`config.mk`:
```
export PLATFORM = sky130hd
export DESIGN_NAME = msqc_top
export DESIGN_NICKNAME = d
export VERILOG_FILES = /design/src/msqc_pkg.sv /design/src/msqc_sync_corr.sv /design/src/msqc_top.sv
export VERILOG_INCLUDE_DIRS = /design/src
export SDC_FILE = /design/constraint.sdc
export NUM_CORES = 1
export LEC_CHECK = 0
export BUFFER_PORTS_ARGS = -buffer_cell sky130_fd_sc_hd__buf_4
export CAP_MARGIN = 20
export CORE_ASPECT_RATIO = 1.25
export CORE_MARGIN = 2
export CORE_UTILIZATION = 42
export DETAILED_ROUTE_END_ITERATION = 8
export SLEW_MARGIN = 25
export SYNTH_ARGS = -nofsm -noshare
export SYNTH_HDL_FRONTEND = slang
export SYNTH_HIERARCHICAL = 1
export SYNTH_SLANG_ARGS = --single-unit
```
`constraint.sdc`:
```
create_clock -name CLK -period 3.1 [get_ports CLK]
set_clock_uncertainty 0.05 [all_clocks]
set_input_delay 0.155 -clock CLK [delete_from_list [all_inputs] [get_ports CLK]]
set_output_delay 0.155 -clock CLK [all_outputs]
set_load 0.005 [all_outputs]
```
`src/msqc_params.svh`:
```
`ifndef MSQC_PARAMS_SVH
`define MSQC_PARAMS_SVH

// Register map
`define MSQC_ADDR_CFG 8'h12
`define MSQC_CFG_RESET 8'h02

// Field positions of the configuration byte
`define MSQC_BIT_DC_BYPASS 7
`define MSQC_POS_MOD_HI 6
`define MSQC_POS_MOD_LO 4
`define MSQC_BIT_MANCH 3
`define MSQC_POS_SYNC_HI 2
`define MSQC_POS_SYNC_LO 0

// Match thresholds
`define MSQC_THR_16_TOL 6'd15
`define MSQC_THR_16_EXACT 6'd16
`define MSQC_THR_32 6'd30

`endif

```
`src/msqc_pkg.sv`:
```
package msqc_pkg;

  typedef enum logic [2:0]
  {
    MSQC_MOD_2FSK = 3'h0,
    MSQC_MOD_GFSK = 3'h1,
    MSQC_MOD_ASK = 3'h3,
    MSQC_MOD_4FSK = 3'h4,
    MSQC_MOD_MSK = 3'h7
  } msqc_mod_t;

  typedef enum logic [2:0]
  {
    MSQC_SYNC_NONE = 3'h0,
    MSQC_SYNC_15_16 = 3'h1,
    MSQC_SYNC_16_16 = 3'h2,
    MSQC_SYNC_30_32 = 3'h3,
    MSQC_SYNC_CS = 3'h4,
    MSQC_SYNC_15_16_CS = 3'h5,
    MSQC_SYNC_16_16_CS = 3'h6,
    MSQC_SYNC_30_32_CS = 3'h7
  } msqc_sync_t;

  typedef enum logic [1:0]
  {
    MSQC_TX_IDLE = 2'b00,
    MSQC_TX_PREAMBLE = 2'b01,
    MSQC_TX_SYNC = 2'b10,
    MSQC_TX_DATA = 2'b11
  } msqc_tx_state_t;

endpackage

```
`src/msqc_sync_corr.sv`:
```
`timescale 1ns/1ns
`include "msqc_params.svh"

module msqc_sync_corr
(
  // Clock and reset
  input wire logic clk,
  input wire logic rst_n,
  input wire logic ce,
  // Decoded bit stream
  input wire logic bit_valid,
  input wire logic bit_in,
  // Pattern and mode
  input wire logic [15:0] sync_word,
  input wire logic long_mode,
  input wire logic tolerant,
  // Result
  output logic hit
);

  logic [31:0] shift;
  logic [31:0] next_shift;
  logic [31:0] pattern;
  logic [31:0] agree;
  logic [5:0] count;
  logic [5:0] threshold;
  logic [4:0] filled;

  assign next_shift = {shift[30:0], bit_in};
  assign pattern = {sync_word, sync_word};

  // Agreement per bit; the upper half only counts for the repeated word
  genvar i;
  generate
    for (i = 0; i < 32; i++)
    begin : g_agree
      if (i < 16)
      begin : g_low
        assign agree[i] = ~(next_shift[i] ^ pattern[i]);
      end
      else
      begin : g_high
        assign agree[i] = long_mode & ~(next_shift[i] ^ pattern[i]);
      end
    end
  endgenerate

  always_comb
  begin
    count = 6'h00;
    for (int k = 0; k < 32; k++)
    begin
      count = count + {5'h00, agree[k]};
    end
  end

  assign threshold = long_mode ? `MSQC_THR_32 :
                     (tolerant ? `MSQC_THR_16_TOL : `MSQC_THR_16_EXACT);

  always_ff @(posedge clk or negedge rst_n)
  begin
    if (!rst_n)
    begin
      shift <= 32'h0000_0000;
      filled <= 5'h00;
      hit <= 1'b0;
    end
    else if (ce)
    begin
      hit <= bit_valid && (filled == 5'h1F) && (count >= threshold);
      if (bit_valid)
      begin
        shift <= next_shift;
        filled <= (filled == 5'h1F) ? filled : filled + 5'h01;
      end
    end
  end

endmodule

```
`src/msqc_top.sv`:
```
`timescale 1ns/1ns
`include "msqc_params.svh"

// Summary of operation
// - Bit 7 low runs the DC blocking filter; high bypasses it.
// - Modulation code decodes to 2-FSK, GFSK, ASK/OOK, 4-FSK, MSK; others undefined.
// - Manchester bit set encodes transmit data and decodes receive data.
// - Codes 000 and 100 send no preamble or sync and search for none.
// - Codes 001, 010, 101, 110 send and detect one 16-bit sync word.
// - Codes 001 and 101 accept a sync match of 15 out of 16 bits.
// - Codes 011 and 111 send the word twice; match needs 30 of 32.
// - Codes 100, 101, 110, 111 also require carrier sense above threshold.

module msqc_top
#(
  parameter int SAMPLE_W = 12,
  parameter int DC_SHIFT = 6,
  parameter int PREAMBLE_BITS = 32
)
(
  // Clock and reset
  input wire logic CLK,
  input wire logic RESETN,
  input wire logic CE,
  // Register port
  input wire logic [7:0] REG_ADDR,
  input wire logic REG_WE,
  input wire logic [7:0] REG_WDATA,
  output logic [7:0] REG_RDATA,
  // Decoded configuration
  output msqc_pkg::msqc_mod_t MODULATION,
  output logic MOD_UNDEFINED,
  output msqc_pkg::msqc_sync_t SYNC_MODE,
  output logic DC_BYPASS,
  // Demodulator front end
  input wire logic SAMPLE_VALID,
  input wire logic signed [SAMPLE_W-1:0] SAMPLE_IN,
  output logic DEMOD_VALID,
  output logic signed [SAMPLE_W-1:0] DEMOD_SAMPLE,
  // Transmit framing
  input wire logic SYM_TICK,
  input wire logic [15:0] SYNC_WORD,
  input wire logic TX_START,
  input wire logic TX_DATA_VALID,
  input wire logic TX_DATA,
  input wire logic TX_DATA_LAST,
  output logic TX_DATA_READY,
  output logic TX_CHIP,
  output logic TX_ACTIVE,
  // Receive qualification
  input wire logic RX_CHIP_VALID,
  input wire logic RX_CHIP,
  input wire logic CARRIER_SENSE,
  input wire logic RX_RESTART,
  output logic RX_SYNC_FOUND,
  output logic RX_CODE_ERR,
  output logic RX_DATA_VALID,
  output logic RX_DATA
);

  import msqc_pkg::*;

  ////////////////////////////////////////////////////////////////////////////////
  // Reset release and configuration register

  logic [1:0] rst_sync;
  logic rst_n;
  logic [7:0] cfg;
  logic cfg_sel;
  logic manch;
  logic [2:0] mod_code;

  always_ff @(posedge CLK or negedge RESETN)
  begin
    if (!RESETN)
      rst_sync <= 2'b00;
    else
      rst_sync <= {rst_sync[0], 1'b1};
  end
  assign rst_n = rst_sync[1];

  assign cfg_sel = (REG_ADDR == `MSQC_ADDR_CFG);

  always_ff @(posedge CLK or negedge rst_n)
  begin
    if (!rst_n)
      cfg <= `MSQC_CFG_RESET;
    else if (CE && REG_WE && cfg_sel)
      cfg <= REG_WDATA;
  end

  assign REG_RDATA = cfg_sel ? cfg : 8'h00;
  assign DC_BYPASS = cfg[`MSQC_BIT_DC_BYPASS];
  assign manch = cfg[`MSQC_BIT_MANCH];
  assign mod_code = cfg[`MSQC_POS_MOD_HI:`MSQC_POS_MOD_LO];
  assign MODULATION = msqc_mod_t'(mod_code);
  assign MOD_UNDEFINED = (mod_code == 3'h2) || (mod_code == 3'h5) || (mod_code == 3'h6);
  assign SYNC_MODE = msqc_sync_t'(cfg[`MSQC_POS_SYNC_HI:`MSQC_POS_SYNC_LO]);

  // Qualifier decode
  logic no_sync;
  logic long_sync;
  logic tolerant;
  logic need_cs;

  assign no_sync = (SYNC_MODE == MSQC_SYNC_NONE) || (SYNC_MODE == MSQC_SYNC_CS);
  assign long_sync = (SYNC_MODE == MSQC_SYNC_30_32) || (SYNC_MODE == MSQC_SYNC_30_32_CS);
  assign tolerant = (SYNC_MODE == MSQC_SYNC_15_16) || (SYNC_MODE == MSQC_SYNC_15_16_CS);
  assign need_cs = SYNC_MODE[2];

  ////////////////////////////////////////////////////////////////////////////////
  // DC blocking filter: leaky integrator estimate subtracted from each sample

  localparam int ACC_W = SAMPLE_W + DC_SHIFT;
  logic signed [ACC_W-1:0] dc_acc;
  logic signed [SAMPLE_W-1:0] dc_est;
  logic signed [SAMPLE_W-1:0] dc_out;

  assign dc_est = SAMPLE_W'(dc_acc >>> DC_SHIFT);
  assign dc_out = SAMPLE_IN - dc_est;

  always_ff @(posedge CLK or negedge rst_n)
  begin
    if (!rst_n)
    begin
      dc_acc <= '0;
      DEMOD_VALID <= 1'b0;
      DEMOD_SAMPLE <= '0;
    end
    else if (CE)
    begin
      DEMOD_VALID <= SAMPLE_VALID;
      if (SAMPLE_VALID)
      begin
        // Bypass freezes the estimate so re-enabling resumes smoothly
        DEMOD_SAMPLE <= DC_BYPASS ? SAMPLE_IN : dc_out;
        if (!DC_BYPASS)
          dc_acc <= dc_acc + ACC_W'(dc_out);
      end
    end
  end

  ////////////////////////////////////////////////////////////////////////////////
  // Transmit framer and Manchester encoder

  msqc_tx_state_t tx_state;
  msqc_tx_state_t next_tx_state;
  logic [5:0] tx_cnt;
  logic tx_half;
  logic tx_bit;
  logic tx_hold;
  logic fetch;
  logic [5:0] sync_last;
  logic src_bit;

  assign fetch = CE && SYM_TICK && !tx_half && (tx_state != MSQC_TX_IDLE);
  assign sync_last = long_sync ? 6'd31 : 6'd15;
  assign TX_DATA_READY = fetch && (tx_state == MSQC_TX_DATA);
  assign TX_ACTIVE = (tx_state != MSQC_TX_IDLE) || tx_half;

  always_comb
  begin
    unique case (tx_state)
      MSQC_TX_PREAMBLE: src_bit = ~tx_cnt[0];
      MSQC_TX_SYNC: src_bit = SYNC_WORD[4'hF - tx_cnt[3:0]];
      default: src_bit = TX_DATA;
    endcase
  end

  always_comb
  begin
    next_tx_state = tx_state;
    unique case (tx_state)
      MSQC_TX_IDLE:
        if (TX_START)
          next_tx_state = no_sync ? MSQC_TX_DATA : MSQC_TX_PREAMBLE;
      MSQC_TX_PREAMBLE:
        if (fetch && tx_cnt == 6'(PREAMBLE_BITS - 1))
          next_tx_state = MSQC_TX_SYNC;
      MSQC_TX_SYNC:
        if (fetch && tx_cnt == sync_last)
          next_tx_state = MSQC_TX_DATA;
      MSQC_TX_DATA:
        if (fetch && (!TX_DATA_VALID || TX_DATA_LAST))
          next_tx_state = MSQC_TX_IDLE;
    endcase
  end

  always_ff @(posedge CLK or negedge rst_n)
  begin
    if (!rst_n)
    begin
      tx_state <= MSQC_TX_IDLE;
      tx_cnt <= 6'h00;
      tx_half <= 1'b0;
      tx_bit <= 1'b0;
      tx_hold <= 1'b0;
      TX_CHIP <= 1'b0;
    end
    else if (CE)
    begin
      tx_state <= next_tx_state;
      if (next_tx_state != tx_state)
        tx_cnt <= 6'h00;
      else if (fetch)
        tx_cnt <= tx_cnt + 6'h01;
      if (fetch && !(tx_state == MSQC_TX_DATA && !TX_DATA_VALID))
      begin
        tx_bit <= src_bit;
        TX_CHIP <= src_bit;
        tx_half <= manch;
      end
      else if (SYM_TICK && tx_half)
      begin
        TX_CHIP <= ~tx_bit;
        tx_half <= 1'b0;
      end
      tx_hold <= tx_half;
    end
  end

  ////////////////////////////////////////////////////////////////////////////////
  // Manchester decoder and sync qualification

  logic rx_phase;
  logic rx_first;
  logic dec_valid;
  logic dec_bit;
  logic corr_hit;
  logic locked;
  logic lock_now;

  msqc_sync_corr u_corr
  (
    .clk(CLK),
    .rst_n(rst_n),
    .ce(CE),
    .bit_valid(dec_valid),
    .bit_in(dec_bit),
    .sync_word(SYNC_WORD),
    .long_mode(long_sync),
    .tolerant(tolerant),
    .hit(corr_hit)
  );

  assign lock_now = !locked && !RX_RESTART &&
                    (no_sync ? (!need_cs || CARRIER_SENSE)
                             : (corr_hit && (!need_cs || CARRIER_SENSE)));

  always_ff @(posedge CLK or negedge rst_n)
  begin
    if (!rst_n)
    begin
      rx_phase <= 1'b0;
      rx_first <= 1'b0;
      dec_valid <= 1'b0;
      dec_bit <= 1'b0;
      locked <= 1'b0;
      RX_CODE_ERR <= 1'b0;
      RX_SYNC_FOUND <= 1'b0;
      RX_DATA_VALID <= 1'b0;
      RX_DATA <= 1'b0;
    end
    else if (CE)
    begin
      dec_valid <= 1'b0;
      RX_CODE_ERR <= 1'b0;
      if (RX_CHIP_VALID)
      begin
        if (!manch)
        begin
          dec_valid <= 1'b1;
          dec_bit <= RX_CHIP;
        end
        else if (!rx_phase)
        begin
          rx_first <= RX_CHIP;
          rx_phase <= 1'b1;
        end
        else if (rx_first != RX_CHIP)
        begin
          dec_valid <= 1'b1;
          dec_bit <= rx_first;
          rx_phase <= 1'b0;
        end
        else
        begin
          // Violation: slip one chip to regain pair alignment
          RX_CODE_ERR <= 1'b1;
          rx_first <= RX_CHIP;
        end
      end
      RX_SYNC_FOUND <= lock_now && (SYNC_MODE != MSQC_SYNC_NONE);
      locked <= RX_RESTART ? 1'b0 : (locked || lock_now);
      RX_DATA_VALID <= locked && dec_valid;
      RX_DATA <= dec_bit;
    end
  end

endmodule

```
==> run_results.csv <==
group,metric,value,unit
outcome,status,"finished, violations left",
outcome,violations,"negative setup slack",
place,io_buffers,93,
cts,clk_pin_slew,0.07,ns
cts,numCtsBuffers,9,
cells_and_area,syn_to_final_growth,38.1,%
route,drc_errors,0,
timing,fmax,183,MHz
logic_synthesis,yosysUniqueCellTypes,70,
route,routed_wl,18100,um
cells_and_area,post-route-util,58.6,%
floorplan,die_h,149,um
place,gp_congestion,0.889,
timing,max_slew_margin,52.3,%
worst_setup_path,arrival,5.69,ns
grt,grt_first_pass_wirelength,29600,um
grt,antenna_found_initial,0,
route,vias_per_cell,4.99,
worst_setup_path,start_kind,"flop",
timing,setup_slack,-2.37,ns
timing,worst_pin_slew,0.715,ns
logic_synthesis,yosys_warnings,6,
cells_and_area,final_cell_mix,"224 x buf_4, 96 x dfrtp_1, 58 x nand2_1",
cts,cts_tree,"yes",
logic_synthesis,synth_nets,819,
cells_and_area,layout_commonest_cell,"buf_4",
worst_setup_path,crit_fanout,8,
grt,grt_max_degree,50,
floorplan,fp.coreArea,0.0166,mm^2
logic_synthesis,ys_seq_area_share,34.7,%
worst_setup_path,crit_type,"reg2reg",
timing,setup_total_negative_slack,-5.52,ns
cells_and_area,n_antenna_cell,0,
place,dpl_cell_area,0.00886,mm^2
floorplan,rows,53,
floorplan,io_pins,94,
logic_synthesis,syn_inst,688,
cts,cts_root_buffer,"clkbuf_16",
logic_synthesis,synth_enable_flop_cells,0,
worst_setup_path,worstPathRequired,3.32,ns
run,max_cap_viol_count,0,
route,ant_nets,0,
route,drtIter0Drc,182,
route,vias,5688,
timing,fin_crit_sh,176,%
logic_synthesis,ys_seq_elements,98,
cts,clock_latency,0.36,ns
place,place_ws,-2.42,ns
logic_synthesis,async_flop_share,100,%
timing,finalSetupViolCount,10,
timing,final-max-slew-violation-count,0,
route,first_pass_iters,6,
floorplan,die_area,0.0179,mm^2
logic_synthesis,synth_area,0.00707,mm^2
timing,rsz0062_at_grt,"yes",
floorplan,start_util,42.5,%
place,dp_hpwl,13700,um
cells_and_area,fin_area,0.00976,mm^2
cts,cts_max_level,3,
cts,cts_buffer_depth,2,
route,wl_per_cell,15.9,um
hold_path,worstHoldPathType,"in2reg",
grt,gr-total-overflow,0,
logic_synthesis,postSynthAreaPerCell,10.3,um^2
cells_and_area,nets,1045,
cells_and_area,layout-drive-gt1-share,41.6,%
grt,track_usage,21.0,%
timing,hold_violations,0,
timing,period_needed,5.47,ns
grt,grt_pass1_vias,6150,
worst_setup_path,worst_setup_path_end_kind,"flop",
floorplan,die_x,120,um
logic_synthesis,synth-main-ff-cell,"dfrtp_1",
cts,cts.sinks,98,
[final timing paths]
| check | start | end | slack [ns] | depth (start not counted) |
|---|---|---|---|---|
| min in group asynchronous | RESETN | rst_sync[1] | 0.07 | 2 |
| worst min-delay path | REG_WDATA[0] | cfg[0] | 0.01 | 2 |
| worst max-delay path | cfg[1] | u_corr/hit | -2.37 | 20 |
| worst max register to register | cfg[1] | u_corr/hit | -2.37 | 20 |
| worst min register to register | rst_sync[0] | rst_sync[1] | 0.30 | 0 |
| max in group asynchronous | rst_sync[1] | cfg[1] | 1.89 | 1 |
[critical path, cell delays in order (launching register included)]
cell and delay (ns):
dfstp_2 0.53, and2_4 0.19, nand2_4 0.06, fa_1 0.51, fa_1 0.57, inv_2 0.04, fa_1 0.49, inv_2 0.04
fa_1 0.47, fa_1 0.51, fa_1 0.42, inv_1 0.08, ha_2 0.18, inv_2 0.04, fa_2 0.52, inv_2 0.05
ha_4 0.25, o21ai_2 0.04, o21ai_1 0.11, o211ai_1 0.10, a31oi_1 0.15
[cells by family (layout without fill, tap and decap cells)]
| kind of cell | count (synthesis) | after routing | synth area share (%) |
|---|---|---|---|
| xor gates and xnor gates | 70 | 70 | 8.67 |
| and+or+nand+nor | 170 | 170 | 12.0 |
| other | 1 | 1 | 0.0530 |
| AOI/OAI and AO/OA | 138 | 138 | 12.4 |
| DFF | 98 | 98 | 34.7 |
| adders and majority gates | 73 | 73 | 15.7 |
| buffers and inverters | 85 | 316 | 5.73 |
| muxes | 53 | 53 | 10.8 |
[synth_stat cells (all sizes together) (6+ instances only)]
cell	count	share of area [%]
xor2	22	2.7
xnor2	48	5.9
nor3	6	0.42
ha	47	8.3
nor2	39	2.2
a21o	11	1.2
nand3	10	0.71
nand2	61	3.3
buf	14	1.8
clkbuf	11	0.73
and2	14	1.2
nor2b	8	0.74
a21oi	39	2.8
inv	60	3.2
fa	26	7.4
o211ai	6	0.64
mux2	44	8.6
o21ai	49	3.5
dfrtp	97	34
nand2b	10	0.88
[sequential cells by signal (all words and copies together), names as in the netlist]
signal,count
u_corr/shift,31
dc_acc,18
DEMOD_SAMPLE,12
cfg,8
tx_cnt,6
u_corr/filled,5
rst_sync,2
tx_state,2
DEMOD_VALID,1
RX_CODE_ERR,1
RX_DATA,1
RX_DATA_VALID,1
RX_SYNC_FOUND,1
TX_CHIP,1
dec_bit,1
dec_valid,1
locked,1
rx_first,1
rx_phase,1
tx_bit,1
tx_half,1
u_corr/hit,1
[final cells by class]
class	instances	area (um^2)
Fill cell	1411	6890
Inverter	60	225
Tap cell	220	275
Clock buffer	10	229
Timing Repair Buffer	240	1860
Multi-Input combinational cell	505	4620
Clock inverter	6	88.8
Sequential cell	98	2460
[metal layers]
metal	global-route usage (%)	vias up	wire length (um)
met4	6.06	0	270
li1	-	2780	-
met1	24.3	2810	7430
met5	0	-	0
met2	39.6	77	9940
met3	3.21	21	479
[through the flow]
step,hold WS (ns),cells
after floorplan,-0.191,688
after global placement,-0.112,1100
after detailed placement,-0.110,1100
after CTS,0.0130,1132
after global routing,0.0176,1139
final,0.0111,1139
[timing repair]
action / CTS / global route
endpoints found under the hold margin: 10 / 0
hold buffers: 8 / 0
resized for setup: 40 / 43
setup endpoints to repair: 12 / 13
pin swaps: 27 / 32
setup buffers: 8 / 9
Power is not shown: default switching activity piles up to over one toggle a cycle in this logic, so the estimate is an artifact.
